--- src/shared/dpe_defines.svh ---
`ifndef DPE_DEFINES_SVH
`define DPE_DEFINES_SVH

// command codes and addresses
`define DPE_CMD_ENTER_PDCM 4'hb
`define DPE_CMD_REG_READ   4'h0
`define DPE_CMD_REG_WRITE  4'h8
`define DPE_GLOBAL_ADDR    4'h0

// response data field layout
`define DPE_CT_LSB         8
`define DPE_CT_MSB         11
`define DPE_RSV_DATA       16'h0000

// crc settings
`define DPE_CRC_POLY       8'h1d
`define DPE_CRC_SEED       8'hff

// reset values
`define DPE_INIT_RST       1'b0

`endif

--- src/shared/dpe_pkg.sv ---
package dpe_pkg;

   // one dsi3 frame: address, command, data, crc
   typedef struct packed {
      logic [3:0]  addr;
      logic [3:0]  cmd;
      logic [15:0] data;
      logic [7:0]  crc;
   } dpe_frame_type;

   // communication mode enables
   typedef struct packed {
      logic cr;
      logic pdcm;
      logic bdm;
   } dpe_mode_type;

   typedef enum logic [1:0] {
      ST_CMDRSP   = 2'b01,
      ST_PERIODIC = 2'b10
   } dpe_state_type;

endpackage

--- src/dpe_crc8.sv ---
`timescale 1ns/10ps
`include "dpe_defines.svh"

module dpe_crc8 #(
   parameter logic [7:0] POLY = `DPE_CRC_POLY,
   parameter logic [7:0] SEED = `DPE_CRC_SEED
) (
   // header bits, msb first
   input  wire logic [23:0] bits_in,
   // computed crc
   output logic      [7:0]  crc_out
);

   always_comb begin
      logic [7:0] acc;
      logic       fb;
      acc = SEED;
      fb  = 1'b0;
      for (int i = 23; i >= 0; i--) begin
         fb  = acc[7] ^ bits_in[i];
         acc = {acc[6:0], 1'b0};
         if (fb) begin
            acc = acc ^ POLY;
         end
      end
      crc_out = acc;
   end

endmodule // dpe_crc8

--- src/dpe_decoder.sv ---
`timescale 1ns/10ps
`include "dpe_defines.svh"
// Overview of operation
// - addressed enter-periodic command sets init flag, enters periodic mode, responds.
// - global-address enter-periodic command sets init flag whatever the stored address.
// - no response frame for a global enter-periodic command.
// - enter-periodic command to any other address is silently dropped.
// - enter-periodic uses command code 1011, zero data, 8-bit crc.
// - before init, command-response mode only; periodic and diagnostic modes off.
// - after init, periodic on, command-response off, diagnostic follows its enable.
// - init flag locks configuration and turns on read/write array verification.
// - init flag is sticky; only device reset clears it.
// - enter response carries stored address, 1011, chip time in D11..D8.
// - reserved codes answered only on address match and valid crc.
// - reserved response echoes address and code with correct crc.
// - reserved code to a foreign address is ignored without response.

module dpe_decoder
   import dpe_pkg::*;
(
   // clock and reset
   input  wire logic          clk_sys,
   input  wire logic          sys_rst,
   // received command frame
   input  wire logic          cmd_valid,
   input  wire dpe_frame_type cmd_frame,
   // configuration inputs
   input  wire logic [3:0]    node_address_reg,
   input  wire logic [3:0]    chip_time_value,
   input  wire logic          diag_mode_enable,
   // status outputs
   output logic               init_done_flag,
   output dpe_mode_type       mode,
   output logic               config_lock,
   output logic               rw_verify_en,
   // response frame
   output logic               rsp_valid,
   output dpe_frame_type      rsp_frame
);

   ////////////////////////////////////////////////////////////////////////////////////////////
   // decode helpers

   function automatic logic is_reserved(input logic [3:0] code);
      is_reserved = (code != `DPE_CMD_ENTER_PDCM) && (code != `DPE_CMD_REG_READ) &&
                    (code != `DPE_CMD_REG_WRITE);
   endfunction

   function automatic logic is_enter(input dpe_frame_type f);
      is_enter = (f.cmd == `DPE_CMD_ENTER_PDCM);
   endfunction

   ////////////////////////////////////////////////////////////////////////////////////////////
   // crc check and generation

   logic [7:0]    rx_crc;
   logic [7:0]    tx_crc;
   logic          crc_ok;
   dpe_frame_type pend;
   logic          pend_valid;

   dpe_crc8 u_rx_crc (
      .bits_in (cmd_frame[31:8]),
      .crc_out (rx_crc)
   );

   dpe_crc8 u_tx_crc (
      .bits_in (pend[31:8]),
      .crc_out (tx_crc)
   );

   assign crc_ok = (rx_crc == cmd_frame.crc);

   ////////////////////////////////////////////////////////////////////////////////////////////
   // command decode and mode control

   dpe_state_type state;
   dpe_state_type next_state;
   logic          next_init_done;
   logic          next_pend_valid;
   dpe_frame_type next_pend;
   dpe_mode_type  next_mode;
   logic          next_rsp_valid;
   dpe_frame_type next_rsp_frame;
   logic          glob_hit;
   logic          node_hit;

   assign glob_hit = (cmd_frame.addr == `DPE_GLOBAL_ADDR);
   assign node_hit = (cmd_frame.addr == node_address_reg);

   always_comb begin
      next_init_done  = init_done_flag;
      next_pend_valid = 1'b0;
      next_pend       = pend;
      if (cmd_valid && crc_ok) begin
         if (is_enter(cmd_frame)) begin
            if (glob_hit) begin
               next_init_done = 1'b1;
            end else if (node_hit) begin
               next_init_done  = 1'b1;
               next_pend_valid = 1'b1;
               next_pend       = '0;
               next_pend.addr  = node_address_reg;
               next_pend.cmd   = `DPE_CMD_ENTER_PDCM;
               next_pend.data[`DPE_CT_MSB:`DPE_CT_LSB] = chip_time_value;
            end
            // any other address falls through untouched
         end else if (is_reserved(cmd_frame.cmd) && node_hit) begin
            next_pend_valid = 1'b1;
            next_pend.addr  = node_address_reg;
            next_pend.cmd   = cmd_frame.cmd;
            next_pend.data  = `DPE_RSV_DATA;
            next_pend.crc   = 8'h00;
         end
         // reserved code to a foreign node: nothing
      end
      case (state)
         ST_CMDRSP:   next_state = next_init_done ? ST_PERIODIC : ST_CMDRSP;
         ST_PERIODIC: next_state = ST_PERIODIC;
         default:     next_state = ST_CMDRSP;
      endcase
      next_mode.cr   = (next_state == ST_CMDRSP);
      next_mode.pdcm = (next_state == ST_PERIODIC);
      next_mode.bdm  = (next_state == ST_PERIODIC) && diag_mode_enable;
      next_rsp_valid = pend_valid;
      next_rsp_frame = rsp_frame;
      if (pend_valid) begin
         next_rsp_frame     = pend;
         next_rsp_frame.crc = tx_crc;
      end
   end

   always_ff @(posedge clk_sys) begin
      if (sys_rst) begin
         state          <= ST_CMDRSP;
         init_done_flag <= `DPE_INIT_RST;
         mode           <= '{cr: 1'b1, pdcm: 1'b0, bdm: 1'b0};
         config_lock    <= 1'b0;
         rw_verify_en   <= 1'b0;
         pend_valid     <= 1'b0;
         pend           <= '0;
         rsp_valid      <= 1'b0;
         rsp_frame      <= '0;
      end else begin
         state          <= next_state;
         init_done_flag <= next_init_done;
         mode           <= next_mode;
         config_lock    <= next_init_done;
         rw_verify_en   <= next_init_done;
         pend_valid     <= next_pend_valid;
         pend           <= next_pend;
         rsp_valid      <= next_rsp_valid;
         rsp_frame      <= next_rsp_frame;
      end
   end
endmodule // dpe_decoder
--- config.mk ---
export PLATFORM = sky130hd
export DESIGN_NAME = dpe_decoder
export DESIGN_NICKNAME = d
export VERILOG_FILES = /design/src/shared/dpe_pkg.sv /design/src/dpe_crc8.sv /design/src/dpe_decoder.sv
export VERILOG_INCLUDE_DIRS = /design/src /design/src/shared
export SDC_FILE = /design/constraint.sdc
export NUM_CORES = 1
export LEC_CHECK = 0
export ABC_AREA = 0
export BUFFER_PORTS_ARGS = -buffer_cell sky130_fd_sc_hd__buf_2
export CORE_MARGIN = 3
export CORE_UTILIZATION = 51
export CTS_CLUSTER_DIAMETER = 50
export DETAILED_ROUTE_END_ITERATION = 8
export GPL_ROUTABILITY_DRIVEN = 0
export PLACE_DENSITY = 0.8
export SYNTH_ARGS = -nofsm -noshare
export SYNTH_HDL_FRONTEND = slang
export SYNTH_SLANG_ARGS = --single-unit
--- constraint.sdc ---
create_clock -name clk_sys -period 5 [get_ports clk_sys]
set_clock_uncertainty 0.2 [all_clocks]
set_input_delay 0.5 -clock clk_sys [delete_from_list [all_inputs] [get_ports clk_sys]]
set_output_delay 0.5 -clock clk_sys [all_outputs]
set_load 0.02 [all_outputs]
* After elaboration in Yosys (flattened, before gate mapping)
Index checks and enable logic that the tools add are counted.
** Storage, ports and cells
- Register bits after elaboration :: 64
- Output and inout port bits :: 39
** Operators by class
- Equality and inequality tests :: 11
- Multiplexer cells :: 62
- Bitwise gates (word level) :: 93
- Reduce and logical (&&, ||, !) cells :: 10
** Operator list (count)
- 5-bit 2-to-1 mux :: 48
- 4-bit NOT :: 46
- 32-bit 2-to-1 mux :: 4
- 1-bit bitwise XOR :: 40
- 8-bit equality test :: 1
- 1-bit 2-to-1 mux :: 8
- 4-bit inequality test (second input constant) :: 2
- 1-bit bitwise XOR (first input constant) :: 6
- 1-bit logical AND :: 5
- 2-bit by 1-bit equality test with 1-bit output (second input constant) :: 2
- 2-bit equality test (second input constant) :: 2
- 4-bit equality test :: 1
- 4-bit equality test (second input constant) :: 1
- 4-bit zero test :: 1
- 2-bit inequality test (second input constant) :: 2
- 2-bit case mux with 2 select lines :: 1
- 4-bit AND reduction :: 1
- 4-bit nonzero test :: 1
- 2-bit 2-to-1 mux :: 1
- 2-bit nonzero test :: 1
- 2-bit OR reduction :: 1
- 1-bit NOT :: 1

* Longest topological paths before layout
- Depth in word-level cells :: 54
- Depth in mapped cells :: 13
- Mapped depth without buffers :: 10

* Modules after synthesis
A second synthesis with hierarchy kept.
** Second synthesis, totals
- Cell total of the unflattened synthesis :: 317
- Area, all modules :: 3369.5 sq um
** Modules (own cells, without submodules)
- dpe_decoder :: instances 1, cells each 185, area an instance 1825.5 sq um, sequential area each 800.8 sq um
- dpe_crc8 :: instances 2, cells each 66, area an instance 772.0 sq um, sequential area each 0.0 sq um

* Worst setup path before layout
Ideal clock, no wire load.
- Path kind :: in2reg
- From :: in cmd_frame[30] (netlist name)
- To :: reg pend[16] (netlist name)
- Arrival time :: 3.418 ns
- Data required time :: 4.728 ns
- Setup slack :: 1.311 ns
- Stages :: 13
- Cell sequence :: buf_6 inv_1 ha_1 xor2_2 xnor3_2 xnor2_2 xnor3_1 xnor2_1 mux2i_1 and3b_1 buf_6 buf_12 mux2i_1
** On the way
- Cells in the longest elaborated chain, start to end :: 30
- Elaborated cells on any way between the ends :: 73
- Classes of those cells :: 4 x eq/ne; 23 x mux; 41 x bitwise; 5 x reduce/logical
** Ends and longest elaborated chain
- start, declared :: RTL line dpe_decoder.sv:26 : input wire dpe_frame_type cmd_frame,
- 1-bit bitwise XOR :: RTL line dpe_crc8.sv:20 : fb = acc[7] ^ bits_in[i];
- 5-bit 2-to-1 mux :: RTL line dpe_crc8.sv:22 : if (fb) begin
- 4-bit NOT (no source line) or 5-bit 2-to-1 mux (tied branches)
- 5-bit 2-to-1 mux or 4-bit NOT (tied branches)
- 4-bit NOT (no source line) or 5-bit 2-to-1 mux (tied branches)
- 5-bit 2-to-1 mux or 4-bit NOT (tied branches)
- 1-bit bitwise XOR or 5-bit 2-to-1 mux (tied branches) :: RTL line dpe_crc8.sv:20, dpe_crc8.sv:22
- 5-bit 2-to-1 mux or 4-bit NOT (tied branches)
- (+14 left out)
- 5-bit 2-to-1 mux :: RTL line dpe_crc8.sv:22
- 4-bit NOT (no source line)
- 5-bit 2-to-1 mux :: RTL line dpe_crc8.sv:22
- 4-bit NOT (no source line)
- 5-bit 2-to-1 mux :: RTL line dpe_crc8.sv:22
- 8-bit equality test :: RTL line dpe_decoder.sv:72 : assign crc_ok = (rx_crc == cmd_frame.crc);
- 1-bit logical AND :: RTL line dpe_decoder.sv:95 : if (cmd_valid && crc_ok) begin
- 4-bit AND reduction (no source line) (*)
- end signal, assigned :: RTL line dpe_decoder.sv:151 : pend <= next_pend;
- end, declared :: RTL line dpe_decoder.sv:59 : dpe_frame_type pend;
Every way passes the cells marked *; elsewhere a longest branch is shown, timed or not.
A chain may end at the register's enable or synchronous reset.

* Final worst setup path
- From :: in cmd_frame[30] (netlist name)
- To :: reg pend[28] (netlist name)
Same word-level chain as after synthesis.

==> key figures <==
Drt
  • Via density: 4.88
  • Pre-antenna DRT Iters: 4
  • Total wire length: ~5500 um
  • Vias: around 2,000
  • Final ANT Viol Nets: 0
  • DRC: 0
  • Initial DRC count: 91
  • Routed wire length per instance: between 10 and 15 um

Floorplanning
  • DIE HEIGHT: just over 80 um
  • Row cnt: 26
  • IO Pins: 83
  • Die X: 81.7 um
  • Die area: between 0.006 and 0.007 mm^2
  • Starting Density: 0.548
  • CORE AREA: roughly 0.0053 mm^2

CTS
  • TritonCTS Buffers: 5
  • Clock Pin Slew Worst Setup and Hold Paths: approximately 80 ps
  • Clock Tree Buf Depth: 2
  • Clk root buf: clkbuf_8
  • Clock tree from TritonCTS: done
  • Clk_lat worst skew: approximately 290 ps
  • Htree depth: 2
  • Postcts setup bufs: 0
  • CTS Sinks: 40
  • # hold bufs at CTS: 0
  • PostCTS Resize Cnt: 0

Critical path
  • Critical path class: in2reg
  • Worst path required time: 5010 ps
  • Worst setup EP type: register
  • Worst Path Max Fanout: 12
  • Worst EP arrival: around 4000 ps
  • Setup crit start kind: input port

Timing
  • Final Cycle Share: 0.797
  • Worst slew margin: 0.219
  • Period minus WS final: between 3000 and 4000 ps
  • Hold Vio Cnt, Final: 0
  • Final setup vio count: 0
  • FMAX: between 0.2 and 0.3 GHz
  • Final Max Tran Viols: 0
  • RSZ-0062 raised after global routing: false
  • Setup TNS: 0 ps
  • Tightest Pin Transition: roughly 1200 ps
  • Final WS setup: roughly 1000 ps

Job
  • Max-cap violation count: 0

Yosys
  • FF+latch count, synth: 40
  • Post-synth EDFFs: 0
  • Seq/Total Area, Yosys: 0.274
  • Mapped Cells: 281
  • Mean area per synthesized cell: roughly 10 um^2
  • Syn Std Cell Area: roughly 0.003 mm^2
  • Top_reg_cell synth: dfxtp_1
  • Count of cell types in the netlist: between 40 and 50
  • Yosys warnings: 0
  • Ys async rst share: 0

Power
  • Peak supply drop: between 0.15 and 0.2 mV
  • Power per cell area: between 300 and 400 mW/mm^2
  • Pleak: approximately 1.5 nW
  • Final Power: 1.13 mW

Final layout
  • Layout cells sized above 1: 0.283
  • N_diodes: 0
  • Final nets: 385
  • Fin cells: between 400 and 500
  • Area Growth Syn to Fin: 13.0%

Placement
  • # placed instances: roughly 400
  • Port Buffer Count: 70
  • Detailed Place HPWL: ~4400 um
  • Post-place setup slack: 690 ps

Global route
  • First-pass GRT wire length: 8960 um
  • Initial antenna violation count: 0
  • Gr usage total: 0.175
  • Vias in the first global route: between 1,500 and 2,000
  • Largest net degree at the start of global routing: 53
  • Remaining global-route overflow: 0

Hold path
  • Worst min-delay path category: in2reg

Status
  • Status: complete, no violations
[layer usage]
layer,up-vias,part of all wire,global-route usage
met3,8,0.056,0.0340
li1,1004,-,-
met4,0,0.014,0.0698
met5,-,0,0
met1,927,0.45,0.231
met2,58,0.48,0.281
[registers in the layout (all words and copies together) (netlist names)]
signal and flops:
pend 12, state 2, rsp_valid 1, next_rsp_valid 1
rsp_frame 20, rw_verify_en 1, mode 3
[synthesized netlist by cell type, drive strengths merged, types with 3 or more instances]
cell type	instances	area (um^2)
xnor2	58	538
dfxtp	40	801
mux2i	32	320
buf	24	189
nor2	23	86.3
nand2b	22	138
xnor3	15	355
xor2	13	121
clkbuf	7	36.3
inv	7	26.3
nand2	4	15.0
nand3	4	20.0
or3b	4	35.0
a211oi	3	22.5
a21oi	3	15.0
ha	3	37.5
[cell families after synthesis]
group                      share of synthesized area
xor gates and xnor gates                       0.363
and+or+nand+nor                                0.128
buffers and inverters                         0.0860
adders and majority gates                     0.0128
other                                        0.00128
DFF                                            0.274
AOI/OAI and AO/OA                             0.0244
muxes                                          0.110
[cell usage in the layout (no fill, tap or decap)]
cell type | synthesis | routed
a211oi_1 | 3 | 3
buf_2 | 3 | 70
nand4_1 | 1 | 1
nor2_1 | 23 | 23
nand2b_1 | 22 | 22
or3b_2 | 4 | 4
nor4b_1 | 1 | 1
and3b_1 | 1 | 1
xor2_2 | 1 | 1
xnor2_1 | 54 | 54
o22ai_1 | 1 | 1
nor3_1 | 2 | 2
and3_2 | 1 | 1
a311oi_1 | 1 | 1
inv_1 | 7 | 7
xnor3_4 | 4 | 4
ha_1 | 3 | 3
a311o_1 | 1 | 1
mux2i_1 | 32 | 32
xor2_1 | 12 | 12
xor3_1 | 2 | 2
clkbuf_8 | 1 | 7
bufinv_16 | 0 | 1
xnor3_1 | 9 | 9
a2111oi_0 | 1 | 1
conb_1 | 1 | 12
dfxtp_1 | 40 | 40
or2_2 | 2 | 2
xnor2_2 | 4 | 4
nand3_1 | 4 | 4
nand4b_1 | 1 | 1
and3_1 | 1 | 1
xnor3_2 | 2 | 2
nor2b_1 | 1 | 1
or3_1 | 1 | 1
a21oi_1 | 3 | 3
nand2_1 | 4 | 4
[worst max-delay path, cell delays in order]
cell and delay [ps]:
buf_2 150, inv_1 60, ha_1 350, xor2_2 230, xnor3_2 510, xnor2_2 250, xnor3_1 480, xnor2_1 200
mux2i_1 340, and3b_1 660, mux2i_1 260
[power by group]
group / internal, mW / total (mW) / switching (mW)
combinational: 0.293 / 0.526 / 0.233
clock: 0.176 / 0.285 / 0.109
sequential: 0.318 / 0.319 / 0.000298
[cell type report]
type	instances	area, um^2
fillers	447	2030
repair buffers	70	350
multi-input cells	214	1910
inverters	7	26.3
clock buffers	7	96.3
flip-flops and latches	40	801
well taps	70	87.6
clock inverters	1	30.0
[path summary, 6_finish.rpt]
check	slack (ps)	cells past startpoint	start	to
max reg2reg	3200	2	next_rsp_valid	rsp_frame[0]
min	270	2	diag_mode_enable	mode[0]
min reg2reg	280	2	rsp_frame[2]	rsp_frame[2]
max	1010	11	cmd_frame[30]	pend[28]
[metrics by stage]
stage | hold slack (ps) | instance area, um^2 | util
3_5_place_dp | 277 | 3180 | 0.595
4_1_cts | 265 | 3300 | 0.619
3_3_place_gp | 270 | 3180 | 0.595
2_1_floorplan | 274 | 2960 | -
6_report | 271 | 3300 | 0.619
5_1_grt | 269 | 3300 | 0.619
Note: power is estimated with default switching activity, not from simulation.
